[src/rtl/bir_params.svh]
/*
 Constants for the board interrupt router: line counts, fixed request numbers, legal steering mask, steering reset code.
 Assumes inclusion by bare name from the router sources.
*/
`ifndef BIR_PARAMS_SVH
`define BIR_PARAMS_SVH
`define BIR_NUM_LINES 8
`define BIR_NUM_LEGACY 16
`define BIR_NUM_ADV 24
`define BIR_ADV_BASE 16
`define BIR_IRQ_TIMER 0
`define BIR_IRQ_KBD 1
`define BIR_IRQ_CASCADE 2
`define BIR_IRQ_SER2 3
`define BIR_IRQ_SER1 4
`define BIR_IRQ_PAR2 5
`define BIR_IRQ_FLOPPY 6
`define BIR_IRQ_PAR1 7
`define BIR_IRQ_RTC 8
`define BIR_IRQ_MOUSE 12
`define BIR_IRQ_FPU 13
`define BIR_IRQ_IDE1 14
`define BIR_IRQ_IDE2 15
`define BIR_STEER_OK 16'hdef8
`define BIR_STEER_RST 5'h1f
`endif

[src/rtl/bir_pkg.sv]
/*
 Types shared by the board interrupt router.
 Assumes nothing beyond a SystemVerilog compiler.
*/
`default_nettype none
package bir_pkg;
   typedef enum logic [0:0] {
      BIR_MODE_LEGACY = 1'b0,
      BIR_MODE_ADV = 1'b1
   } bir_mode_e;
   // One conventional slot's four lines, active low
   typedef struct packed {
      logic intd_n;
      logic intc_n;
      logic intb_n;
      logic inta_n;
   } bir_slot_s;
   // Fixed legacy sources, active high
   typedef struct packed {
      logic timer;
      logic kbd;
      logic ser1;
      logic ser2;
      logic par1;
      logic par2;
      logic floppy;
      logic rtc;
      logic mouse;
      logic fpu;
      logic ide1;
      logic ide2;
      logic chan_check;
   } bir_legacy_src_s;
   // Presence and reassignment of configurable sources
   typedef struct packed {
      logic mouse_present;
      logic ide1_present;
      logic ide2_present;
      logic [4:0] ser1_irq;
      logic [4:0] ser2_irq;
      logic [4:0] par1_irq;
   } bir_cfg_s;
   typedef logic [4:0] bir_irq_t;
endpackage
`default_nettype wire

[src/rtl/bir_sync.sv]
/*
 Two-stage synchroniser bank for asynchronous interrupt pins.
 Assumes inputs may change at any time relative to clk_i.
*/
`default_nettype none
module bir_sync #(
   parameter int WIDTH = 8,
   parameter logic RST_VAL = 1'b1
) (
   // Clock and reset
   input wire logic clk_i,
   input wire logic rst_i,
   // Data
   input wire logic [WIDTH-1:0] d_i,
   output logic [WIDTH-1:0] q_o
);
   logic [WIDTH-1:0] s1_reg;
   logic [WIDTH-1:0] s2_reg;
   logic [WIDTH-1:0] s1_next;
   logic [WIDTH-1:0] s2_next;

   always_comb
   begin
      s1_next = d_i;
      s2_next = s1_reg;
   end

   always_ff @(posedge clk_i or posedge rst_i)
   begin
      if (rst_i)
      begin
         s1_reg <= {WIDTH{RST_VAL}};
         s2_reg <= {WIDTH{RST_VAL}};
      end
      else
      begin
         s1_reg <= s1_next;
         s2_reg <= s2_next;
      end
   end

   assign q_o = s2_reg;
endmodule
`default_nettype wire

[src/rtl/bir_router.sv]
/*
 Board interrupt router: merges PCI slot and onboard lines onto eight steering lines,
 then delivers them through the legacy (IRQ 0-15) or advanced (IRQ 0-23) controller path.
 Assumes asynchronous active-low INTx pins and steering set by configuration software.
*/
`include "bir_params.svh"
`default_nettype none
module bir_router #(
   parameter int NUM_SLOTS = 4,
   parameter int NUM_DYN = 4
) (
   // Clock and reset
   input wire logic clk_i,
   input wire logic rst_i,
   // Configuration
   input wire bir_pkg::bir_mode_e mode_i,
   input wire logic [`BIR_NUM_LINES*5-1:0] steer_i,
   input wire bir_pkg::bir_cfg_s cfg_i,
   // PCI interrupt pins, active low
   input wire bir_pkg::bir_slot_s [NUM_SLOTS-1:0] slot_i,
   input wire logic fw_inta_n_i,
   // Dynamically assigned sources (USB, SATA, PCIe)
   input wire logic [NUM_DYN-1:0] dyn_req_i,
   input wire logic [NUM_DYN*5-1:0] dyn_irq_i,
   // Fixed legacy sources
   input wire bir_pkg::bir_legacy_src_s leg_i,
   // Controller outputs
   output logic [`BIR_NUM_LEGACY-1:0] legacy_irq_o,
   output logic [`BIR_NUM_ADV-1:0] adv_irq_o,
   output logic nmi_o,
   output logic [`BIR_NUM_LINES-1:0] steering_line_o
);
   ////////////////////////////////////////////////////////////////////////
   // Synchronise all pins
   localparam int PIN_W = NUM_SLOTS * 4 + 1;
   logic [PIN_W-1:0] pins_sync;
   logic [$bits(bir_pkg::bir_legacy_src_s)-1:0] leg_sync;
   logic [NUM_DYN-1:0] dyn_sync;

   bir_sync #(.WIDTH(PIN_W), .RST_VAL(1'b1)) u_pin_sync (
      .clk_i(clk_i),
      .rst_i(rst_i),
      .d_i({fw_inta_n_i, slot_i}),
      .q_o(pins_sync)
   );
   bir_sync #(.WIDTH($bits(bir_pkg::bir_legacy_src_s)), .RST_VAL(1'b0)) u_leg_sync (
      .clk_i(clk_i),
      .rst_i(rst_i),
      .d_i(leg_i),
      .q_o(leg_sync)
   );
   bir_sync #(.WIDTH(NUM_DYN), .RST_VAL(1'b0)) u_dyn_sync (
      .clk_i(clk_i),
      .rst_i(rst_i),
      .d_i(dyn_req_i),
      .q_o(dyn_sync)
   );

   bir_pkg::bir_slot_s [NUM_SLOTS-1:0] sl;
   bir_pkg::bir_legacy_src_s ls;
   logic fw_n;
   assign sl = pins_sync[PIN_W-2:0];
   assign fw_n = pins_sync[PIN_W-1];
   assign ls = leg_sync;

   // Legal legacy steering target
   function automatic logic steer_ok(input bir_pkg::bir_irq_t n);
      logic [15:0] ok;
      ok = `BIR_STEER_OK;
      steer_ok = (n < 5'h10) && ok[n[3:0]];
   endfunction

   // One-hot decode of a request number
   function automatic logic [`BIR_NUM_ADV-1:0] irq_hot(input bir_pkg::bir_irq_t n);
      irq_hot = '0;
      if (n < 5'h18)
         irq_hot[n] = 1'b1;
   endfunction

   ////////////////////////////////////////////////////////////////////////
   // Steering lines and request fan-in
   logic [`BIR_NUM_LINES-1:0] line_reg, line_next;
   logic [`BIR_NUM_LEGACY-1:0] leg_reg, leg_next;
   logic [`BIR_NUM_ADV-1:0] adv_reg, adv_next;
   logic nmi_reg, nmi_next;

   always_comb
   begin
      logic [`BIR_NUM_LINES-1:0] lw;
      logic [`BIR_NUM_ADV-1:0] req;
      bir_pkg::bir_irq_t sel;
      lw = '0;
      req = '0;
      sel = '0;
      // Wired-AND of active-low lines becomes an OR of assertions
      lw[1] = ~fw_n | ~sl[2].intc_n;
      lw[0] = ~sl[2].intd_n;
      lw[2] = ~sl[2].inta_n | ~sl[3].intb_n;
      lw[3] = ~sl[2].intb_n | ~sl[3].inta_n;
      lw[4] = ~sl[0].intd_n | ~sl[1].intc_n;
      lw[5] = ~sl[0].inta_n | ~sl[1].intb_n | ~sl[3].intc_n;
      lw[6] = ~sl[0].intb_n | ~sl[1].inta_n | ~sl[3].intd_n;
      lw[7] = ~sl[0].intc_n | ~sl[1].intd_n;
      line_next = lw;

      // Fixed, configured and dynamic assignments
      req[`BIR_IRQ_TIMER] = ls.timer;
      req[`BIR_IRQ_KBD] = ls.kbd;
      req[`BIR_IRQ_RTC] = ls.rtc;
      req[`BIR_IRQ_FPU] = ls.fpu;
      req[`BIR_IRQ_FLOPPY] = ls.floppy;
      req[`BIR_IRQ_PAR2] = ls.par2;
      req = req | irq_hot(cfg_i.ser1_irq) & {`BIR_NUM_ADV{ls.ser1}};
      req = req | irq_hot(cfg_i.ser2_irq) & {`BIR_NUM_ADV{ls.ser2}};
      req = req | irq_hot(cfg_i.par1_irq) & {`BIR_NUM_ADV{ls.par1}};
      if (cfg_i.mouse_present)
         req[`BIR_IRQ_MOUSE] = req[`BIR_IRQ_MOUSE] | ls.mouse;
      if (cfg_i.ide1_present)
         req[`BIR_IRQ_IDE1] = req[`BIR_IRQ_IDE1] | ls.ide1;
      if (cfg_i.ide2_present)
         req[`BIR_IRQ_IDE2] = req[`BIR_IRQ_IDE2] | ls.ide2;
      for (int d = 0; d < NUM_DYN; d++)
         req = req | irq_hot(dyn_irq_i[d*5 +: 5]) & {`BIR_NUM_ADV{dyn_sync[d]}};

      // Lines reach requests 16-23 directly only in advanced mode
      if (mode_i == bir_pkg::BIR_MODE_ADV)
      begin
         for (int i = 0; i < `BIR_NUM_LINES; i++)
            req[`BIR_ADV_BASE + i] = req[`BIR_ADV_BASE + i] | lw[i];
      end
      else
      begin
         for (int i = 0; i < `BIR_NUM_LINES; i++)
         begin
            sel = steer_i[i*5 +: 5];
            // Shared targets simply OR together
            if (steer_ok(sel) && lw[i])
               req[sel] = 1'b1;
         end
         // Cascade input on the master reflects any slave request
         // Overrides any source aimed at 2, so the cascade cannot be faked
         req[`BIR_IRQ_CASCADE] = |req[15:8];
         req[`BIR_NUM_ADV-1:`BIR_ADV_BASE] = '0;
      end
      leg_next = (mode_i == bir_pkg::BIR_MODE_LEGACY) ? req[`BIR_NUM_LEGACY-1:0] : '0;
      adv_next = (mode_i == bir_pkg::BIR_MODE_ADV) ? req : '0;
      nmi_next = ls.chan_check;
   end

   always_ff @(posedge clk_i or posedge rst_i)
   begin
      if (rst_i)
      begin
         line_reg <= '0;
         leg_reg <= '0;
         adv_reg <= '0;
         nmi_reg <= 1'b0;
      end
      else
      begin
         line_reg <= line_next;
         leg_reg <= leg_next;
         adv_reg <= adv_next;
         nmi_reg <= nmi_next;
      end
   end

   assign legacy_irq_o = leg_reg;
   assign adv_irq_o = adv_reg;
   assign nmi_o = nmi_reg;
   assign steering_line_o = line_reg;

   ////////////////////////////////////////////////////////////////////////
   // Checks
   a_path_exclusive: assert property (@(posedge clk_i) disable iff (rst_i)
      !(|legacy_irq_o && |adv_irq_o)) else $error("both controller paths active");
   a_legacy_range: assert property (@(posedge clk_i) disable iff (rst_i)
      $past(mode_i) == bir_pkg::BIR_MODE_LEGACY |-> adv_irq_o == '0) else $error("advanced path in legacy mode");
   a_adv_map: assert property (@(posedge clk_i) disable iff (rst_i)
      mode_i == bir_pkg::BIR_MODE_ADV ##1 1'b1 |-> (adv_irq_o[23:16] & steering_line_o) == steering_line_o)
      else $error("line not on its request");
   a_fw_line: assert property (@(posedge clk_i) disable iff (rst_i)
      !fw_n |=> steering_line_o[1]) else $error("1394 not on line B");
   a_slot1_a: assert property (@(posedge clk_i) disable iff (rst_i)
      !sl[0].inta_n |=> steering_line_o[5]) else $error("slot 1 INTA not on line F");
   a_line_idle: assert property (@(posedge clk_i) disable iff (rst_i)
      (&pins_sync) |=> steering_line_o == '0) else $error("line asserted with all pins high");
   a_timer_fixed: assert property (@(posedge clk_i) disable iff (rst_i)
      ls.timer && mode_i == bir_pkg::BIR_MODE_LEGACY |=> legacy_irq_o[0]) else $error("timer not on request 0");
   a_nmi_map: assert property (@(posedge clk_i) disable iff (rst_i)
      ls.chan_check |=> nmi_o) else $error("channel check missed");
   a_mouse_gate: assert property (@(posedge clk_i) disable iff (rst_i)
      ls.mouse && cfg_i.mouse_present && mode_i == bir_pkg::BIR_MODE_LEGACY |=> legacy_irq_o[12])
      else $error("mouse not on request 12");
   a_cascade_flag: assert property (@(posedge clk_i) disable iff (rst_i)
      legacy_irq_o[2] == |legacy_irq_o[15:8]) else $error("cascade request out of step");
   a_legacy_quiet: assert property (@(posedge clk_i) disable iff (rst_i)
      $past(mode_i) == bir_pkg::BIR_MODE_ADV |-> legacy_irq_o == '0) else $error("legacy path in advanced mode");
   a_slot2_merge: assert property (@(posedge clk_i) disable iff (rst_i)
      !sl[1].intd_n || !sl[0].intc_n |=> steering_line_o[7]) else $error("line H not merged");
   a_dyn_route: assert property (@(posedge clk_i) disable iff (rst_i)
      dyn_sync[0] && dyn_irq_i[4:0] == 5'h09 && mode_i == bir_pkg::BIR_MODE_LEGACY |=> legacy_irq_o[9])
      else $error("dynamic source not on its request");
endmodule
`default_nettype wire

[config.mk]
export PLATFORM = sky130hd
export DESIGN_NAME = bir_router
export DESIGN_NICKNAME = d
export VERILOG_FILES = /design/src/rtl/bir_pkg.sv /design/src/rtl/bir_sync.sv /design/src/rtl/bir_router.sv
export VERILOG_INCLUDE_DIRS = /design/src /design/src/rtl
export SDC_FILE = /design/constraint.sdc
export NUM_CORES = 1
export LEC_CHECK = 0
export BUFFER_PORTS_ARGS = -buffer_cell sky130_fd_sc_hd__buf_4
export CAP_MARGIN = 20
export CORE_MARGIN = 2
export CORE_UTILIZATION = 45
export CTS_BUF_LIST = sky130_fd_sc_hd__clkbuf_16
export DETAILED_ROUTE_END_ITERATION = 12
export PLACE_DENSITY_LB_ADDON = 0.25
export SKIP_LAST_GASP = 1
export SLEW_MARGIN = 30
export SYNTH_ARGS = -nofsm -noshare
export SYNTH_HDL_FRONTEND = slang
export SYNTH_SLANG_ARGS = --single-unit
[constraint.sdc]
create_clock -name clk_i -period 8.8 [get_ports clk_i]
set_input_delay 1.32 -clock clk_i [delete_from_list [all_inputs] [get_ports clk_i]]
set_output_delay 1.32 -clock clk_i [all_outputs]
set_load 0.02 [all_outputs]
==> results of run 1 <==
==> where the power goes <==
part | switching [W] | total (W) | internal [W]
Clock | 0.000263 | 0.000738 | 0.000475
Combinational | 0.000131 | 0.000221 | 0.0000899
Sequential | 0.0000138 | 0.000588 | 0.000575
==> cell usage in the layout, fill, tap and decap left out, types with 12 or more instances in the layout <==
cell type  count
nor2b_1       14
nand3b_1      36
clkbuf_16     17
nor2_1        64
dfstp_2       34
and3b_1       12
nand2_1       38
nor3_1        20
o22ai_1       42
a21oi_1       21
nand3_1       20
buf_4        164
dfrtp_1       83
nand4_1       12
nor3b_1       17
==> critical path, stage by stage <==
cell	delay, ns
buf_4	0.13
nor3b_1	0.22
a22o_1	0.26
a211oi_1	0.56
nand2_1	0.17
nor4_1	0.39
a41oi_2	0.17
==> metrics by stage <==
step | instances | hold slack [ns] | worst slack [ns] | util
3_5_place_dp | 904 | 0.335 | 5.61 | 0.574
2_1_floorplan | 576 | 0.331 | 4.44 | -
6_report | 936 | 0.343 | 5.84 | 0.623
5_1_grt | 936 | 0.357 | 5.72 | 0.623
4_1_cts | 936 | 0.346 | 5.91 | 0.623
3_3_place_gp | 904 | 0.332 | 5.55 | 0.573
==> routing by layer <==
layer  global-route usage  up-vias  wire, um
met1                0.434     2824      9280
met4                0.127        0       655
met5                    0        -         0
li1                     -     2562         -
met2                0.493      362     10100
met3               0.0925       54      2180
==> area by class of cell <==
cell class | count | area, um2
sequential | 117 | 2970
clock inverter | 15 | 201
inverter | 7 | 28.8
clock buffer | 17 | 425
timing repair buffer | 164 | 1230
tap | 172 | 215
fill | 1079 | 4780
multi-input combinational | 444 | 2820
==> path summary, 6_finish.rpt <==
kind	depth (start not counted)	to	slack, ns
worst max-delay path	7	legacy_irq_o[2]	5.84
worst min-delay path	0	u_leg_sync.q_o[9]	0.34
worst max register to register	6	legacy_irq_o[2]	6.41
worst min register to register	0	u_leg_sync.q_o[9]	0.34
max in group asynchronous	3	steering_line_o[7]	6.60
min in group asynchronous	2	u_leg_sync.q_o[9]	0.97
==> cell families (layout without fill, tap and decap cells) <==
| group | count (synthesis) | count (layout) |
|---|---|---|
| buffers and inverters | 15 | 203 |
| DFF | 117 | 117 |
| and+or+nand+nor | 313 | 313 |
| AOI/OAI and AO/OA | 131 | 131 |
==> metrics, run 1 <==
Avg Vias per Cell=6.20; Power Density=196 nW/um2; Final Cell Area=7890 um2; total clock buffers created by CTS=17; number of synthesized flops with an enable pin=0; Pwr Total=0.00155 W; fraction of the yosys area taken by sequential cells=0.508; WP data arrival=3.22 ns; global-route wire length before repair=33.5 mm; clock sink count=117; post-route ant nets=0; crit start category=primary input; Setup-failing EPs final=0; number of port buffers=163; synthesized cell area=5840 um2; Antenna Cells=0; #FFs+latches synth=117; largest area contributor in the synthesized netlist=dfrtp_1; ys async rst share=1.00; Reg clk slew, reported paths=0.06 ns; # H-tree levels=4; core area=12,700 um2; CTS tree=done; Pleak=3.29 nW; layout cells sized above 1=0.334; dominant synthesized flop cell=dfrtp_1; Via Count=5,802; CP endpoint kind=flop; P&R area growth vs syn=35.1%; Max Fclk=337 MHz; die area=13,900 um2; grt ovf=0; status=finished, final reports clean; Synth area leaders=dfrtp_1 36%, dfstp_2 15%, nand3b_1 4.6%; Critical Path Start=dyn_irq_i[13]; max reg flops=24; TNS Setup=0 ns; Final Hold Fails=0; Clk Tree Root Cell=clkbuf_16; post-synth top area share=0.355; maxcap violations=0; Final period util=0.337; xor/xnor share of the synthesized area=0; post-synthesis compound-gate area fraction=0.162; setup bufs post-CTS=0; Reg2Reg Launch Point=u_dyn_sync.q_o[2]; dpl hpwl=17.3 mm; synth unique cells=64; die width=118 um; Site Rows=41; buffer depth of the longest clock path=2; Ys Warns=0; io pins=164; Critical Path RT=9.06 ns; per-cell routed wire length=23.8 um; post-synthesis mux area share=0; max-slew violation count=0; simple-gate share of the synthesized area=0.319; Clock Latency Late Sink=0.42 ns; DRC=0; pin count of the biggest net entering global routing=70; final wirelength=22.2 mm; post-synthesis adder-cell area fraction=0; largest family of logic cells by synthesized area=simple AND/OR/NAND/NOR gates; Starting DRT DRC Count=731; Post-Syn Nets=691; VDD IR-drop max=194 uV; # nets final=866; Rel. slew slack=0.402; critical-path maximum fanout=6; Post-synth top cells=83 x dfrtp_1, 64 x nor2_1, 42 x o22ai_1; HP Class=reg2reg; Initial Utilization=0.461; hold path startpoint=u_leg_sync.s1_reg[9]; Clock Skews=0.00988 ns; vias in the first global route=5,746; fin crit period=2.96 ns; CTS Hold Buffers Added=0; placed instance area=7270 um2; Die Y-Extent=118 um; top-count cell post-synth=dfrtp_1; initial antenna violation count=0; total track usage=0.323; crit path kind=in2reg; Syn Area/Cell=10.1 um2; post_cts resized=0; drt first pass iters=5; Worst Tran Pin Value=0.895 ns; cells after synthesis=576; RSZ-0062 raised after global routing=no; GPL Wtd Cong=0.987
(Power assumes the default switching activity.)
==> inputs of run 2 (changes only) <==
- ABC_AREA: default -> 1
- clock period: 8.8 -> 2.6 ns (I/O delays scaled with it)
==> run 2 against run 1 <==
Sequential power grew to 3.4 times the previous value. Worst setup slack worse by 5.4 ns. Register-to-register slack worse by 6.0 ns. Count of clock-buffer cells in the layout stayed put. Clock power grew to 3.2 times the previous value. Largest cell class is now multi-input combinational cells.
==> metrics, run 2 <==
Worst path depth=9; max incr delay on CP=0.63 ns; hold path startpoint=slot_i[12]; Critical Path Start=u_dyn_sync.q_o[3]; maxcap violations=0; layout cells sized above 1=0.295; Sequential Power Share=0.384; Initial Utilization=0.457; Max Fclk=461 MHz; most used cell, CP=nor2_1; CTS Hold Buffers Added=0; NetSw=0.00149 W; clock sink count=117; CTS tree=done; Final period util=0.835; P&R area growth vs syn=31.1%; number of port buffers=163; total clock buffers created by CTS=17; # fillers=1,362; fraction of the yosys area taken by sequential cells=0.450; # nets final=1,170; HP Class=in2reg; largest area contributor in the synthesized netlist=dfrtp_1; crit path kind=reg2reg; die area=15,600 um2; top-count cell post-synth=nand2_1; Antenna Cells=0; TNS Setup=0 ns; cells after synthesis=877; post-synth top area share=0.315; Rel. slew slack=0.495; RSZ-0062 raised after global routing=no; crit start category=flop; synth unique cells=47; Power Density=597 nW/um2; initial antenna violation count=0; # H-tree levels=4; synthesized cell area=6600 um2; per-cell routed wire length=18.1 um; grt ovf=0; Die Y-Extent=125 um; Reg clk slew, reported paths=0.06 ns; Clk Tree Root Cell=clkbuf_16; Via Count=6,792; setup bufs post-CTS=0; fin crit period=2.17 ns; VDD IR-drop max=506 uV; FF+latch area=2970 um2; max-slew violation count=0; ys async rst share=1.00; crit path cell chain=nand2_1, nor2_1, inv_1, nor2_1, nor2_1, o221ai_1, a2111oi_1, buf_4, nor2_1; final wirelength=22.7 mm; CP delay by family, top=compound AO/OA/AOI/OAI gates; Worst Tran Pin Value=0.756 ns; pin count of the biggest net entering global routing=118; Final Cell Area=8650 um2; total track usage=0.296; Starting DRT DRC Count=760; dpl hpwl=18.0 mm; Site Rows=44; Clock Skews=0.00877 ns; Critical Path RT=2.90 ns; Setup-failing EPs final=0; Pleak=4.33 nW; Post-Syn Nets=992; post_cts resized=0; clock share of power=0.458; dominant synthesized flop cell=dfrtp_1; vias in the first global route=6,641; Syn Area/Cell=7.52 um2; #FFs+latches synth=117; io pins=164; die width=125 um; Avg Vias per Cell=5.42; global-route wire length before repair=35.4 mm; Post-synth top cells=169 x nand2_1, 136 x nor2_1, 119 x inv_1; Reg2Reg Launch Point=u_dyn_sync.q_o[3]; DRC=0; max reg flops=24; Cell Int Power=0.00368 W; critical-path maximum fanout=4; commonest non-fill, non-tap cell in the layout=nand2_1; most frequent cells in the layout=169 x nand2_1, 167 x buf_4, 136 x nor2_1, 118 x inv_1, 83 x dfrtp_1; footprint of the multi-input gates=3030 um2; Comb power frac=0.158; CP Buf/Inv Count=2; drt first pass iters=5; crit path capture=adv_irq_o[21]; Net Sw Frac=0.288; Fin Hold WS=0.0695 ns; Synth area leaders=dfrtp_1 31%, dfstp_2 14%, nand2_1 9.6%; post-route ant nets=0; status=finished, final reports clean; placed instance area=8050 um2; WP data arrival=2.47 ns; cell with the largest stage delay on the worst path=a2111oi_1; GPL Wtd Cong=1.01; Ys Warns=0; number of synthesized flops with an enable pin=0; CP endpoint kind=flop; R2R depth=9; worst reg2reg setup slack=0.43 ns; reg2reg end=adv_irq_o[21]; Final Hold Fails=0; core area=14,400 um2; buffer depth of the longest clock path=2; Clock Latency Late Sink=0.42 ns
==> run 2: changes by cell type after synthesis, moves of 21 or more <==
| cell | delta |
|---|---|
| inv_1 | +112 |
| inv_2 | +24 |
| nand2_1 | +131 |
| nand3_1 | +38 |
| nand3_2 | +21 |
| nand3b_1 | -35 |
| nand4_1 | +39 |
| nor2_1 | +72 |
| o22ai_1 | -26 |
==> run 2: kinds of logic after synthesis <==
logic type,after synthesis,share of synthesized area
flip-flops,117,0.450
AND/OR/NAND/NOR,511,0.371
AO/OA/AOI/OAI,94,0.0874
buffers and inverters,155,0.0910
==> run 2: how the worst min path moves through the flow <==
| stage | cells past startpoint | slack, ns | end |
|---|---|---|---|
| 2_1_floorplan | 0 | 0.33 | nmi_o |
| 3_3_place_gp | 0 | 0.33 | u_leg_sync.q_o[11] |
| 3_5_place_dp | 0 | 0.33 | u_leg_sync.q_o[1] |
| 4_1_cts | 1 | 0.05 | u_leg_sync.s1_reg[12] |
| 5_1_grt | 1 | 0.06 | u_leg_sync.s1_reg[2] |
| 6_report | 1 | 0.07 | u_pin_sync.s1_reg[12] |
==> run 2: power by group through the flow <==
stage / clock [W] / combinational (W) / sequential, W
3_5_place_dp: 0 / 0.000807 / 0.00201
3_3_place_gp: 0 / 0.000802 / 0.00201
2_1_floorplan: 0 / 0.000356 / 0.00206
5_1_grt: 0.00249 / 0.000890 / 0.00199
4_1_cts: 0.00241 / 0.000811 / 0.00198
6_report: 0.00236 / 0.000817 / 0.00198
==> run 2: cell type report <==
type	count	share of cell area
clock buffer	17	0.0492
clock inverter	15	0.0195
inverter	146	0.0638
multi-input combinational	605	0.350
sequential	117	0.343
tap	184	0.0266
timing repair buffer	168	0.147
==> run 2: layer usage <==
layer  global-route usage  wire length (um)  up-vias  share of wire
li1                     -                 -     3247              -
met1                0.397              9610     3143           0.42
met2                0.459             10400      346           0.46
met3               0.0723              1840       56          0.081
met4                0.125               768        0          0.034
met5                    0                 0        -              0
==> run 2: per-stage QoR <==
| step | std cells | setup slack (ns) | total power, W | utilization |
|---|---|---|---|---|
| 2_1_floorplan | 877 | 0.810 | 0.00242 | - |
| 3_3_place_gp | 1220 | 0.114 | 0.00281 | 0.558 |
| 3_5_place_dp | 1220 | 0.409 | 0.00282 | 0.558 |
| 4_1_cts | 1252 | 0.467 | 0.00520 | 0.600 |
| 5_1_grt | 1252 | 0.347 | 0.00537 | 0.600 |
| 6_report | 1252 | 0.430 | 0.00516 | 0.600 |
==> run 2: worst reg2reg max path: stages, from the launching register on <==
cell	delay, ns
dfrtp_1	0.42
nand2_1	0.08
nor2_1	0.07
inv_1	0.20
nor2_1	0.07
nor2_1	0.17
o221ai_1	0.16
a2111oi_1	0.63
buf_4	0.22
nor2_1	0.04
